==> src/hpsp_pkg.sv <==
// Constants, register map and state codes of the hot plug slot power register bank
package hpsp_pkg;
  localparam logic [7:0] HPSP_OFS_RESULT   = 8'h00;
  localparam logic [7:0] HPSP_OFS_ADC_CTRL = 8'h01;
  localparam logic [7:0] HPSP_OFS_CTRL_A   = 8'h02;
  localparam logic [7:0] HPSP_OFS_CTRL_B   = 8'h03;
  localparam logic [7:0] HPSP_OFS_STAT_A   = 8'h04;

  localparam logic [7:0] HPSP_RST_CTRL     = 8'h00;
  localparam logic [7:0] HPSP_RST_STAT     = 8'h00;
  localparam logic [7:0] HPSP_RST_ADC      = 8'h00;
  localparam logic [7:0] HPSP_RST_RESULT   = 8'h00;

  localparam int HPSP_CTRL_AUX_ON_BIT  = 0;
  localparam int HPSP_CTRL_MAIN_ON_BIT = 1;
  localparam int HPSP_CTRL_MAIN_GD_BIT = 6;
  localparam int HPSP_CTRL_AUX_GD_BIT  = 7;

  localparam int HPSP_STAT_OC_MSB      = 4;
  localparam int HPSP_STAT_OC_AUX_BIT  = 4;
  localparam int HPSP_STAT_AUX_BIT     = 5;
  localparam int HPSP_STAT_MAIN_BIT    = 6;
  localparam int HPSP_STAT_TRIP_BIT    = 7;

  localparam int HPSP_ADC_FIELD_MSB    = 4;
  localparam int HPSP_ADC_SLOT_BIT     = 4;
  localparam int HPSP_ADC_QUANT_BIT    = 3;
  localparam int HPSP_ADC_RAIL_MSB     = 2;
  localparam int HPSP_ADC_BUSY_BIT     = 7;
  localparam logic [2:0] HPSP_RAIL_NONE = 3'h0;

  localparam logic [3:0] HPSP_SMB_ADDR_PREFIX = 4'h8;
  localparam logic [3:0] HPSP_BITS_PER_BYTE   = 4'h8;

  localparam longint HPSP_CLK_HZ       = 200_000_000;
  localparam longint HPSP_CONV_TIME_MS = 100;
  localparam int     HPSP_CONV_CYCLES  = int'((HPSP_CONV_TIME_MS * HPSP_CLK_HZ) / 1000);
  localparam int     HPSP_CONV_CNT_W   = 25;

  typedef enum logic [3:0] {
    HPSP_IDLE      = 4'b0000,
    HPSP_ADDR      = 4'b0001,
    HPSP_ADDR_ACK  = 4'b0010,
    HPSP_CMD       = 4'b0011,
    HPSP_CMD_ACK   = 4'b0100,
    HPSP_WDATA     = 4'b0101,
    HPSP_WDATA_ACK = 4'b0110,
    HPSP_RDATA     = 4'b0111,
    HPSP_RDATA_ACK = 4'b1000,
    HPSP_IGNORE    = 4'b1001
  } hpsp_state_e;
endpackage

==> src/hpsp_line_if.sv <==
// Bus line events passed from the line sensor to the transaction engine
`timescale 1ns/1ps
interface hpsp_line_if;
  logic scl_rise;
  logic scl_fall;
  logic start;
  logic stop;
  logic sda;
  modport sense (output scl_rise, output scl_fall, output start, output stop, output sda);
  modport engine (input scl_rise, input scl_fall, input start, input stop, input sda);
endinterface

==> src/hpsp_line_sense.sv <==
// Edge, start and stop detection on the management bus lines
`timescale 1ns/1ps
module hpsp_line_sense
  import hpsp_pkg::*;
(
  input  wire logic    ref_clk,
  input  wire logic    nrst,
  input  wire logic    scl_i,
  input  wire logic    sda_i,
  hpsp_line_if.sense   ln
);
  logic scl_reg;
  logic scl_next;
  logic sda_reg;
  logic sda_next;

  always_comb begin
    scl_next = scl_i;
    sda_next = sda_i;
  end

  always_ff @(posedge ref_clk) begin
    if (!nrst) begin
      scl_reg <= 1'b1;
      sda_reg <= 1'b1;
    end else begin
      scl_reg <= scl_next;
      sda_reg <= sda_next;
    end
  end

  // Lines are taken as synchronous, so one stage of history is enough
  assign ln.scl_rise = scl_i & ~scl_reg;
  assign ln.scl_fall = ~scl_i & scl_reg;
  assign ln.start    = scl_i & scl_reg & sda_reg & ~sda_i;
  assign ln.stop     = scl_i & scl_reg & ~sda_reg & sda_i;
  assign ln.sda      = sda_i;
endmodule

==> src/hpsp_regs.sv <==
// Byte-wide management bus slave with slot power control, slot A status and measurement control
// Summary of operation
// - Host waits the conversion time or polls busy; result is then valid.
// - Slot A control: bit1 main enable, bit0 aux enable, bits7:6 good, rest zero.
// - Good flags follow aux output or all main outputs above undervoltage threshold.
// - Slot A control clears to zero at reset, all slot A outputs off.
// - Slot B control has the same layout as slot A.
// - Slot B control clears to zero at reset, all slot B outputs off.
// - Slot A status: bits7:5 read-only pin and output states, bits4:0 overcurrent flags.
// - Main status bit shows the actual state of the four main outputs.
// - Aux status bit shows the actual state of the auxiliary output.
// - Overcurrent flags for aux, -12V, +12V, 5V, 3.3V set on a supply fault.
// - Writing one clears a flag; interrupt releases when no flag remains.
// - Trip pin status bit reads one while the active-low trip pin is low.
// - Under bus power path control the trip status bit and pin stay inactive.
// - Registers are reached only by single-byte read and write bus transactions.
`timescale 1ns/1ps
module hpsp_regs
  import hpsp_pkg::*;
#(
  parameter int CONV_CYCLES = HPSP_CONV_CYCLES
) (
  input  wire logic       ref_clk,
  input  wire logic       nrst,
  input  wire logic       scl_i,
  input  wire logic       sda_i,
  output logic            sda_o,
  output logic            sda_oe,
  input  wire logic [2:0] addr_strap,
  input  wire logic       slot_a_aux_good,
  input  wire logic       slot_a_main_good,
  input  wire logic       slot_b_aux_good,
  input  wire logic       slot_b_main_good,
  input  wire logic       slot_a_main_state,
  input  wire logic       slot_a_aux_state,
  input  wire logic [4:0] slot_a_oc_event,
  input  wire logic       slot_a_bus_path,
  input  wire logic       slot_a_on_pin,
  input  wire logic       slot_a_auxen_pin,
  input  wire logic       slot_a_trip_pin_i,
  output logic            slot_a_trip_pin_o,
  output logic            slot_a_trip_pin_oe,
  output logic            int_n,
  output logic            slot_a_main_on,
  output logic            slot_a_aux_on,
  output logic            slot_b_main_on,
  output logic            slot_b_aux_on,
  output logic            adc_slot_choice,
  output logic            adc_quantity_choice,
  output logic [2:0]      adc_rail_choice,
  output logic            adc_start,
  input  wire logic [7:0] adc_code
);
  hpsp_line_if ln ();

  hpsp_line_sense u_sense (
    .ref_clk (ref_clk),
    .nrst    (nrst),
    .scl_i   (scl_i),
    .sda_i   (sda_i),
    .ln      (ln)
  );

  hpsp_state_e               st_reg;
  hpsp_state_e               st_next;
  logic [3:0]                cnt_reg;
  logic [3:0]                cnt_next;
  logic [7:0]                sh_reg;
  logic [7:0]                sh_next;
  logic [7:0]                cmd_reg;
  logic [7:0]                cmd_next;
  logic                      rw_reg;
  logic                      rw_next;
  logic                      oe_reg;
  logic                      oe_next;
  logic [2:0]                strap_reg;
  logic [2:0]                strap_next;
  logic                      strap_taken_reg;
  logic                      strap_taken_next;
  logic                      wr_go;
  logic [7:0]                rd_val;

  logic [1:0]                ctrl_a_reg;
  logic [1:0]                ctrl_a_next;
  logic [1:0]                ctrl_b_reg;
  logic [1:0]                ctrl_b_next;
  logic [4:0]                oc_reg;
  logic [4:0]                oc_next;
  logic                      int_n_reg;
  logic                      int_n_next;
  logic                      trip_main_reg;
  logic                      trip_main_next;
  logic                      trip_aux_reg;
  logic                      trip_aux_next;
  logic                      trip_oe_reg;
  logic                      trip_oe_next;
  logic [4:0]                adc_reg;
  logic [4:0]                adc_next;
  logic                      busy_reg;
  logic                      busy_next;
  logic [HPSP_CONV_CNT_W-1:0] conv_reg;
  logic [HPSP_CONV_CNT_W-1:0] conv_next;
  logic [7:0]                result_reg;
  logic [7:0]                result_next;
  logic                      start_reg;
  logic                      start_next;

  localparam logic [HPSP_CONV_CNT_W-1:0] CONV_LAST = HPSP_CONV_CNT_W'(CONV_CYCLES - 1);

  // Read view of every mapped register; unmapped commands read as zero
  function automatic logic [7:0] rd_byte(input logic [7:0] cmd);
    logic [7:0] v;
    v = 8'h00;
    unique case (cmd)
      HPSP_OFS_RESULT:   v = result_reg;
      HPSP_OFS_ADC_CTRL: v = {busy_reg, 2'b00, adc_reg};
      HPSP_OFS_CTRL_A:   v = {slot_a_aux_good, slot_a_main_good, 4'h0, ctrl_a_reg};
      HPSP_OFS_CTRL_B:   v = {slot_b_aux_good, slot_b_main_good, 4'h0, ctrl_b_reg};
      HPSP_OFS_STAT_A:   v = {~slot_a_trip_pin_i & ~slot_a_bus_path,
                              slot_a_main_state, slot_a_aux_state, oc_reg};
      default:           v = 8'h00;
    endcase
    return v;
  endfunction

  // Write strobe decode, used by every register group
  function automatic logic wr_hit(input logic go, input logic [7:0] cmd, input logic [7:0] ofs);
    return go && (cmd == ofs);
  endfunction

  // Process form: a plain assign would miss changes of registers read inside the function
  always_comb rd_val = rd_byte(cmd_reg);

  // Strap is caught once, in the first cycle after reset release
  always_comb begin
    strap_next       = strap_reg;
    strap_taken_next = 1'b1;
    if (!strap_taken_reg) begin
      strap_next = addr_strap;
    end
  end

  // Byte transaction engine: address, command, one data byte
  always_comb begin
    st_next  = st_reg;
    cnt_next = cnt_reg;
    sh_next  = sh_reg;
    cmd_next = cmd_reg;
    rw_next  = rw_reg;
    oe_next  = oe_reg;
    wr_go    = 1'b0;
    if (ln.stop) begin
      st_next = HPSP_IDLE;
      oe_next = 1'b0;
    end else if (ln.start) begin
      st_next  = HPSP_ADDR;
      cnt_next = 4'h0;
      oe_next  = 1'b0;
    end else if (ln.scl_rise) begin
      if (st_reg == HPSP_ADDR || st_reg == HPSP_CMD || st_reg == HPSP_WDATA) begin
        sh_next  = {sh_reg[6:0], ln.sda};
        cnt_next = cnt_reg + 4'h1;
      end else if (st_reg == HPSP_RDATA) begin
        cnt_next = cnt_reg + 4'h1;
      end
    end else if (ln.scl_fall) begin
      unique case (st_reg)
        HPSP_IDLE, HPSP_IGNORE: begin
          st_next = st_reg;
        end
        HPSP_ADDR: begin
          if (cnt_reg == HPSP_BITS_PER_BYTE) begin
            if (sh_reg[7:1] == {HPSP_SMB_ADDR_PREFIX, strap_reg}) begin
              st_next = HPSP_ADDR_ACK;
              rw_next = sh_reg[0];
              oe_next = 1'b1;
            end else begin
              st_next = HPSP_IGNORE;
            end
          end
        end
        HPSP_ADDR_ACK: begin
          cnt_next = 4'h0;
          if (rw_reg) begin
            st_next = HPSP_RDATA;
            sh_next = rd_val;
            oe_next = ~rd_val[7];
          end else begin
            st_next = HPSP_CMD;
            oe_next = 1'b0;
          end
        end
        HPSP_CMD: begin
          if (cnt_reg == HPSP_BITS_PER_BYTE) begin
            cmd_next = sh_reg;
            st_next  = HPSP_CMD_ACK;
            oe_next  = 1'b1;
          end
        end
        HPSP_CMD_ACK: begin
          cnt_next = 4'h0;
          st_next  = HPSP_WDATA;
          oe_next  = 1'b0;
        end
        HPSP_WDATA: begin
          if (cnt_reg == HPSP_BITS_PER_BYTE) begin
            wr_go   = 1'b1;
            st_next = HPSP_WDATA_ACK;
            oe_next = 1'b1;
          end
        end
        HPSP_WDATA_ACK: begin
          // Further bytes are not acknowledged: single-byte access only
          st_next = HPSP_IGNORE;
          oe_next = 1'b0;
        end
        HPSP_RDATA: begin
          if (cnt_reg == HPSP_BITS_PER_BYTE) begin
            st_next = HPSP_RDATA_ACK;
            oe_next = 1'b0;
          end else begin
            sh_next = {sh_reg[6:0], 1'b0};
            oe_next = ~sh_reg[6];
          end
        end
        HPSP_RDATA_ACK: begin
          st_next = HPSP_IGNORE;
        end
        default: begin
          st_next = HPSP_IDLE;
          oe_next = 1'b0;
        end
      endcase
    end
  end

  // Slot power control and slot A status
  always_comb begin
    ctrl_a_next    = ctrl_a_reg;
    ctrl_b_next    = ctrl_b_reg;
    oc_next        = oc_reg;
    trip_main_next = trip_main_reg;
    trip_aux_next  = trip_aux_reg;
    if (wr_hit(wr_go, cmd_reg, HPSP_OFS_CTRL_A)) begin
      ctrl_a_next = sh_reg[HPSP_CTRL_MAIN_ON_BIT:HPSP_CTRL_AUX_ON_BIT];
    end
    if (wr_hit(wr_go, cmd_reg, HPSP_OFS_CTRL_B)) begin
      ctrl_b_next = sh_reg[HPSP_CTRL_MAIN_ON_BIT:HPSP_CTRL_AUX_ON_BIT];
    end
    if (wr_hit(wr_go, cmd_reg, HPSP_OFS_STAT_A)) begin
      oc_next = oc_reg & ~sh_reg[HPSP_STAT_OC_MSB:0];
    end
    // A fault landing in the clearing cycle is kept
    oc_next = oc_next | slot_a_oc_event;
    // Trip latch is released by dropping the matching enable pin or by bus power path control
    if (!slot_a_on_pin) begin
      trip_main_next = 1'b0;
    end
    if (!slot_a_auxen_pin) begin
      trip_aux_next = 1'b0;
    end
    if (!slot_a_bus_path) begin
      trip_main_next = trip_main_next | (|slot_a_oc_event[HPSP_STAT_OC_AUX_BIT-1:0]);
      trip_aux_next  = trip_aux_next | slot_a_oc_event[HPSP_STAT_OC_AUX_BIT];
    end else begin
      trip_main_next = 1'b0;
      trip_aux_next  = 1'b0;
    end
    trip_oe_next = trip_main_next | trip_aux_next;
    int_n_next   = ~(|oc_next);
  end

  // Measurement control: a write naming a supply starts a timed conversion
  always_comb begin
    adc_next    = adc_reg;
    busy_next   = busy_reg;
    conv_next   = conv_reg;
    result_next = result_reg;
    start_next  = 1'b0;
    if (busy_reg) begin
      if (conv_reg == CONV_LAST) begin
        busy_next   = 1'b0;
        result_next = adc_code;
      end else begin
        conv_next = conv_reg + HPSP_CONV_CNT_W'(1);
      end
    end
    if (wr_hit(wr_go, cmd_reg, HPSP_OFS_ADC_CTRL)) begin
      adc_next = sh_reg[HPSP_ADC_FIELD_MSB:0];
      // A rewrite naming a supply mid-conversion restarts it; one naming no supply leaves the running conversion to finish
      if (sh_reg[HPSP_ADC_RAIL_MSB:0] != HPSP_RAIL_NONE) begin
        busy_next  = 1'b1;
        conv_next  = '0;
        start_next = 1'b1;
      end
    end
  end

  always_ff @(posedge ref_clk) begin
    if (!nrst) begin
      st_reg          <= HPSP_IDLE;
      cnt_reg         <= 4'h0;
      sh_reg          <= 8'h00;
      cmd_reg         <= 8'h00;
      rw_reg          <= 1'b0;
      oe_reg          <= 1'b0;
      strap_reg       <= 3'h0;
      strap_taken_reg <= 1'b0;
      ctrl_a_reg      <= HPSP_RST_CTRL[1:0];
      ctrl_b_reg      <= HPSP_RST_CTRL[1:0];
      oc_reg          <= HPSP_RST_STAT[4:0];
      int_n_reg       <= 1'b1;
      trip_main_reg   <= 1'b0;
      trip_aux_reg    <= 1'b0;
      trip_oe_reg     <= 1'b0;
      adc_reg         <= HPSP_RST_ADC[4:0];
      busy_reg        <= 1'b0;
      conv_reg        <= '0;
      result_reg      <= HPSP_RST_RESULT;
      start_reg       <= 1'b0;
    end else begin
      st_reg          <= st_next;
      cnt_reg         <= cnt_next;
      sh_reg          <= sh_next;
      cmd_reg         <= cmd_next;
      rw_reg          <= rw_next;
      oe_reg          <= oe_next;
      strap_reg       <= strap_next;
      strap_taken_reg <= strap_taken_next;
      ctrl_a_reg      <= ctrl_a_next;
      ctrl_b_reg      <= ctrl_b_next;
      oc_reg          <= oc_next;
      int_n_reg       <= int_n_next;
      trip_main_reg   <= trip_main_next;
      trip_aux_reg    <= trip_aux_next;
      trip_oe_reg     <= trip_oe_next;
      adc_reg         <= adc_next;
      busy_reg        <= busy_next;
      conv_reg        <= conv_next;
      result_reg      <= result_next;
      start_reg       <= start_next;
    end
  end

  // Open-drain lines only ever pull low
  always_ff @(posedge ref_clk) begin
    if (!nrst) begin
      sda_o             <= 1'b0;
      slot_a_trip_pin_o <= 1'b0;
    end else begin
      sda_o             <= 1'b0;
      slot_a_trip_pin_o <= 1'b0;
    end
  end

  assign sda_oe              = oe_reg;
  assign slot_a_trip_pin_oe  = trip_oe_reg;
  assign int_n               = int_n_reg;
  assign slot_a_main_on      = ctrl_a_reg[HPSP_CTRL_MAIN_ON_BIT];
  assign slot_a_aux_on       = ctrl_a_reg[HPSP_CTRL_AUX_ON_BIT];
  assign slot_b_main_on      = ctrl_b_reg[HPSP_CTRL_MAIN_ON_BIT];
  assign slot_b_aux_on       = ctrl_b_reg[HPSP_CTRL_AUX_ON_BIT];
  assign adc_slot_choice     = adc_reg[HPSP_ADC_SLOT_BIT];
  assign adc_quantity_choice = adc_reg[HPSP_ADC_QUANT_BIT];
  assign adc_rail_choice     = adc_reg[HPSP_ADC_RAIL_MSB:0];
  assign adc_start           = start_reg;
endmodule

==> config.mk <==
export PLATFORM = sky130hd
export DESIGN_NAME = hpsp_regs
export DESIGN_NICKNAME = d
export VERILOG_FILES = /design/src/hpsp_pkg.sv /design/src/hpsp_line_if.sv /design/src/hpsp_line_sense.sv /design/src/hpsp_regs.sv
export SDC_FILE = /design/constraint.sdc
export NUM_CORES = 1
export LEC_CHECK = 0
export ABC_AREA = 1
export BUFFER_PORTS_ARGS = -buffer_cell sky130_fd_sc_hd__buf_4
export CORE_MARGIN = 3
export CORE_UTILIZATION = 40
export DETAILED_ROUTE_END_ITERATION = 10
export PLACE_DENSITY = 0.69
export RECOVER_POWER = 100
export SETUP_SLACK_MARGIN = 0.05
export SLEW_MARGIN = 20
export SYNTH_ARGS = -nofsm -noshare
export SYNTH_HDL_FRONTEND = slang
export SYNTH_SLANG_ARGS = --single-unit
==> constraint.sdc <==
create_clock -name ref_clk -period 2.1 [get_ports ref_clk]
set_input_delay 0.42 -clock ref_clk [delete_from_list [all_inputs] [get_ports ref_clk]]
set_output_delay 0.42 -clock ref_clk [all_outputs]
set_load 0.02 [all_outputs]
==> out/qor.txt, run 1 <==
status = completed
final setup TNS = 0 ns
critical path's largest stage delay = 0.33 ns
Filler Cell Count = 1135
Hold Fails Final Rpt = 0
Post-Synth Adder-Cell Area = 1.63%
crit path capture type = register
Remaining DRCs = 0
CTS tree = yes
Netlist cell types = 41
Slew HR = 31.2%
Crit Path Class = reg2reg
Setup crit start kind = register
via count = 4651
Final min period = 1.87 ns
clock-pin slew on the worst setup and hold paths = 0.07 ns
H-tree Lvls = 3
Peak VDD IR = 576 uV
# port buffers = 42
total congestion overflow = 0
largest net degree at the start of global routing = 41
Avg Vias per Cell = 5.19
GR Util All Layers = 19.8%
Power Density = 656 nW/um2
root buffer cell = clkbuf_16
clock tree buffer depth = 2
Top-Level Pins = 45
worst-path fanout max = 8
post-layout util = 48.4%
Mapped Avg Cell Area = 6.55 um2
area grow syn2layout = 15.9%
die footprint = 12800 um2
max cap viols = 0
asr flop ratio synth = 0%
CP most frequent cell = nand2_1
Worst Clk Skew = 0.00903 ns
fin worst setup slack = 0.227 ns
# hold bufs at CTS = 0
crit path DAT = 2.10 ns
Hold Crit Class = in2reg
Slowest cell on crit path = dfxtp_1
number of diodes = 0
flops & latches, synth = 85
Simple-Gate Fraction of Synth Area = 34.4%
Final nets = 788
fin. max-slew vios = 0
clk_lat worst skew = 0.35 ns
Synth Area in Compound Gates = 14.8%
Final Cycle Share = 89.2%
crit-path cells = inv_1 > ha_1 > nand2_1 > nor2_1 > nand2_1 > nor2_4 > nand2_2 > nor2_2 > nand2_1 > nand2_4 > clkbuf_2 > a21oi_1
Num CTS Buffers = 9
yosys warns = 0
Detailed Routing Iterations Pass 1 = 5
register area share after synthesis = 36.9%
Worst Tran Pin Value = 1.03 ns
initial core utilization = 41.8%
Main synth FF type = dfxtp_1
layout cells sized above 1 = 10.8%
dpl hpwl = 9.28 mm
DRT Wirelength = 12.2 mm
fin cells = 897
chip height = 113 um
CORE AREA = 11000 um2
RSZ-0062 raised after global routing = no
first-pass GRT wire length = 20.7 mm
wire length per cell = 13.6 um
max reg flops = 25
final setup fails = 0
mux contribution to synthesized area = 0%
Final ANT Viol Nets = 0
post-synth design cell area = 4610 um2
Post-Synthesis Cells = 703
vias in the first global route = 4399
Leak = 2.22 nW
GPL Wtd Cong = 0.942
initial antenna violation count = 0
Sink Count = 85
Row Count = 38
FMAX = 534 MHz
XOR/XNOR Fraction of Synth Area = 2.47%
largest family of logic cells by synthesized area = simple AND/OR/NAND/NOR gates
Post-synth EDFFs = 0
Die X = 113 um
DR iter-0 viols = 529
setup slack at placement = 0.0587 ns
Worst Path Required = 2.33 ns
Placed Instances = 880
synth_stat cells, types with 6 or more instances:
| cell type | instances | area [um2] |
|---|---|---|
| o21ai_0 | 31 | 155 |
| nor2_1 | 70 | 263 |
| ha_1 | 6 | 75.1 |
| a211oi_1 | 7 | 52.6 |
| nand2_1 | 200 | 751 |
| dfxtp_1 | 85 | 1700 |
| nand4_1 | 19 | 119 |
| nand3_1 | 35 | 175 |
| xor2_1 | 11 | 96.3 |
| a21oi_1 | 74 | 370 |
| clkbuf_1 | 7 | 26.3 |
| inv_1 | 83 | 312 |
| nor3_1 | 18 | 90.1 |
cell families after synthesis:
| family | after synthesis |
|---|---|
| simple gates | 361 |
| flops | 85 |
| other cells | 1 |
| compound gates | 127 |
| xor+xnor | 13 |
| buf+inv | 110 |
| fa+ha+maj | 6 |
path summary, 6_finish.rpt:
check,from,slack [ns],cells after the start,end
setup / recovery,cnt_reg[0],0.23,12,conv_reg[23]
hold / removal,scl_i,0.29,3,u_sense.scl_reg
setup reg to reg,cnt_reg[0],0.23,12,conv_reg[23]
hold reg to reg,result_reg[7],0.46,2,result_reg[7]
metal layers:
| metal | wire length (um) | vias up | track usage (%) |
|---|---|---|---|
| met3 | 720 | 20 | 4.81 |
| li1 | - | 2370 | - |
| met1 | 5680 | 2098 | 26.0 |
| met2 | 5580 | 163 | 32.2 |
| met4 | 233 | 0 | 6.09 |
| met5 | 0 | - | 0 |
placed cells by master, fill, tap and decap left out, types with 2 or more instances in the layout:
master / count
nand2_1: 200
inv_1: 84
dfxtp_1: 84
a21oi_1: 74
nor2_1: 70
buf_4: 39
nand3_1: 37
o21ai_0: 34
nand4_1: 19
nor3_1: 17
clkbuf_1: 14
xor2_1: 11
clkbuf_16: 9
a211oi_1: 7
ha_1: 6
nor2_2: 4
inv_2: 4
clkinv_1: 3
o211ai_1: 3
clkinvlp_4: 3
clkbuf_2: 3
o21ai_1: 2
xnor2_1: 2
nor2_4: 2
nor3_2: 2
nor3_4: 2
a21oi_2: 2
conb_1: 2
timing repair:
action / CTS / global route
buffers inserted: 0 / 1
gates resized for setup: 0 / 3
setup endpoints to repair: 0 / 23
stage by stage:
step	hold slack, ns	cell area, um2	power (mW)
finish	0.288	5340	3.50
global route	0.303	5340	3.63
CTS	0.276	5390	3.54
detailed placement	0.457	5090	1.93
global placement	0.454	5090	1.92
floorplan	0.425	4610	1.84
critical path, delay by kind of cell, from the launching register on:
family	cells	cell delay [ns]
AND/OR/NAND/NOR	8	0.95
AO/OA/AOI/OAI	1	0.06
adder cells (fa/ha/maj)	1	0.14
buffers and inverters	2	0.29
flip-flops	1	0.33
report_power, final:
part	leakage, nW	switching (mW)	internal (mW)
sequential	0.690	0.0206	1.64
clock	0.138	0.689	0.925
combinational	1.39	0.142	0.0871
area by class of cell:
class / instances / area [um2] / share of cell area [%]
Sequential cell: 85 / 1700 / 31.9
Inverter: 91 / 342 / 6.40
Tap cell: 140 / 175 / 3.28
Timing Repair Buffer: 56 / 360 / 6.75
Multi-Input combinational cell: 509 / 2460 / 46.0
Clock buffer: 9 / 225 / 4.22
Clock inverter: 7 / 75.1 / 1.41
Note: power is estimated with default switching activity, not from simulation.
==> run 2, diff against run 1 <==
- ABC_AREA: 1 -> not set
==> out/qor.txt, run 2 <==
status = completed
Final min period = 2.00 ns (+0.126 ns)
die footprint = 12100 um2 (-5.8%)
GPL Wtd Cong = 0.885 (-6.1%)
Final Cycle Share = 95.2% (+6.0 points)
Detailed Routing Iterations Pass 1 = 6 (+1)
asr flop ratio synth = 0% (unchanged)
top-count cell post-synth = dfxtp_1
post-synth design cell area = 4330 um2 (-6.1%)
Hold Crit Class = in2reg
RSZ-0062 raised after global routing = yes
vias in the first global route = 3755 (-15%)
setup slack at placement = -0.0928 ns (-0.152 ns)
flops & latches, synth = 85 (unchanged)
Simple-Gate Fraction of Synth Area = 24.4% (-9.9 points)
Num CTS Buffers = 9 (unchanged)
crit-path cells = inv_2 > ha_4 > nand3b_1 > a2111oi_4 > buf_4 > nand4_1 > a221o_1 > o41ai_2
clock tree buffer depth = 2 (unchanged)
clock-pin slew on the worst setup and hold paths = 0.09 ns (+0.02 ns)
initial core utilization = 41.5% (-0.23 points)
Synth Area in Compound Gates = 17.7% (+2.9 points)
Power Density = 585 nW/um2 (-11%)
mux contribution to synthesized area = 8.19% (+8.2 points)
H-tree Lvls = 3 (unchanged)
Slew HR = 65.6% (+34 points)
Synth area leader = dfxtp_1
CTS tree = yes
chip height = 110 um (-2.9%)
largest family of logic cells by synthesized area = simple AND/OR/NAND/NOR gates
Netlist cell types = 71 (+73%)
yosys warns = 0 (unchanged)
clk_lat worst skew = 0.36 ns (about the same)
Avg Vias per Cell = 5.60 (+8.1%)
top cells by count, synth = dfxtp_1 (85), nor2_1 (54), a21oi_1 (37)
register area share after synthesis = 39.3% (+2.4 points)
Worst Clk Skew = 0.00933 ns (+0.000302 ns)
max reg flops = 25 (unchanged)
fin worst setup slack = 0.101 ns (-0.126 ns)
Final nets = 592 (-25%)
most common cell after layout, fill and taps aside = dfxtp_1
DRT Wirelength = 10.5 mm (-14%)
largest net degree at the start of global routing = 26 (-37%)
Synth top area share = 39.3% (+2.4 points)
number of diodes = 0 (unchanged)
initial antenna violation count = 0 (unchanged)
Worst Path Required = 2.36 ns (+0.03 ns)
CORE AREA = 10400 um2 (-5.6%)
Row Count = 37 (-2.6%)
Post-Synthesis Cells = 494 (-30%)
Setup crit start kind = register
Post-Synth Adder-Cell Area = 1.74% (+0.11 points)
wire length per cell = 15.1 um (+11%)
Peak VDD IR = 406 uV (-29%)
XOR/XNOR Fraction of Synth Area = 3.85% (+1.4 points)
area grow syn2layout = 18.3%
via count = 3900 (-16%)
GR Util All Layers = 18.3% (-1.6 points)
final setup TNS = 0 ns (unchanged)
max cap viols = 0 (unchanged)
layout cells sized above 1 = 17.9% (+7.0 points)
worst-path fanout max = 5 (-3)
Hold Fails Final Rpt = 0 (unchanged)
synth top area cells = dfxtp_1 (39%), mux2i_1 (7.4%), nor2_1 (4.7%), a21oi_1 (4.3%), xnor2_1 (3.2%)
crit path DAT = 2.26 ns (+0.16 ns)
critical path's largest stage delay = 0.35 ns (+0.02 ns)
Main synth FF type = dfxtp_1
Post-DP Area = 4980 um2 (-2.2%)
Top-Level Pins = 45 (unchanged)
# port buffers = 42 (unchanged)
Design Area, Final = 5110 um2 (-4.2%)
most frequent cells in the layout = dfxtp_1 (82), buf_4 (55), nor2_1 (54), a21oi_1 (37), mux2i_1 (32)
final setup fails = 0 (unchanged)
crit path capture type = register
Final ANT Viol Nets = 0 (unchanged)
Power Total = 2.99 mW (-15%)
root buffer cell = clkbuf_8
dpl hpwl = 7.76 mm (-16%)
total congestion overflow = 0 (unchanged)
Die X = 110 um (-2.9%)
DR iter-0 viols = 188 (-64%)
Sink Count = 85 (unchanged)
Post-synth EDFFs = 0 (unchanged)
Worst Tran Pin Value = 0.511 ns (-0.521 ns)
FMAX = 500 MHz (-6.3%)
Crit Path Class = reg2reg
Mapped Avg Cell Area = 8.76 um2 (+34%)
Leak = 1.82 nW (-18%)
fin. max-slew vios = 0 (unchanged)
Slowest cell on crit path = a221o_1
Remaining DRCs = 0 (unchanged)
first-pass GRT wire length = 17.6 mm (-15%)
run 2: cell count changes in the layout (fill, tap and decap cells not counted), sizes merged, moves of 9 or more:
cell,before,now
a21oi,76,37
buf,39,59
inv,89,12
mux2i,0,32
nand2,202,31
nand2b,0,9
nand3,39,21
nand4,20,8
nor2,76,54
o21ai,37,22
xnor2,2,16
run 2: kinds of logic (layout without fill, tap and decap cells):
logic type                 count (synthesis)  after routing
DFF                                       85             85
buffers and inverters                     44            109
xor gates and xnor gates                  19             19
and+or+nand+nor                          193            193
other                                      1              2
AOI/OAI and AO/OA                        112            112
adders and majority gates                  6              6
muxes                                     34             34
run 2: final timing paths:
path                          end          start  depth (start not counted)  slack [ns]
setup / recovery            int_n     cnt_reg[1]                          8        0.10
hold reg to reg     trip_main_reg  trip_main_reg                          2        0.48
hold / removal    u_sense.scl_reg          scl_i                          3        0.28
setup reg to reg            int_n     cnt_reg[1]                          8        0.10
run 2: final cells by class:
type	count	area (um2)
Clock buffer	11	141
Clock inverter	4	33.8
Fill cell	1028	5300
Inverter	12	45.0
Multi-Input combinational cell	366	2440
Sequential cell	85	1710
Tap cell	136	170
Timing Repair Buffer	82	581
run 2: power by group:
part           leakage (nW)  total (mW)  switching [mW]  internal [mW]
clock network        0.0860        1.08           0.616          0.465
logic                  1.04       0.246           0.134          0.113
registers             0.690        1.66          0.0262           1.64
total                  1.82        2.99           0.776           2.22
run 2: repair_timing:
action	in CTS	in global routing
endpoints found under the setup margin	1	43
pin swaps	0	4
setup buffers	1	5
gates resized for setup	1	12
hold buffers	0	0
run 2: metrics by stage:
| stage | hold slack [ns] | util (%) | std cells |
|---|---|---|---|
| 2_1_floorplan | 0.443 | - | 495 |
| 3_3_place_gp | 0.457 | 47.8 | 675 |
| 3_5_place_dp | 0.470 | 47.8 | 675 |
| 4_1_cts | 0.266 | 49.6 | 691 |
| 5_1_grt | 0.280 | 49.1 | 696 |
| 6_report | 0.279 | 49.1 | 696 |
run 2: routing by layer:
layer	GRT usage (%)	share of wire [%]	vias up
met2	29.9	47	118
li1	-	-	1918
met4	7.12	2.1	0
met3	3.84	5.3	22
met1	23.6	45	1842
met5	0	0	-
run 2: worst max-delay path, delay by kind of cell, from the launching register on:
family	cells	cell delay, ns
AO/OA/AOI/OAI	3	0.92
flip-flops	1	0.34
AND/OR/NAND/NOR	2	0.25
buffers and inverters	2	0.26
adder cells (fa/ha/maj)	1	0.12
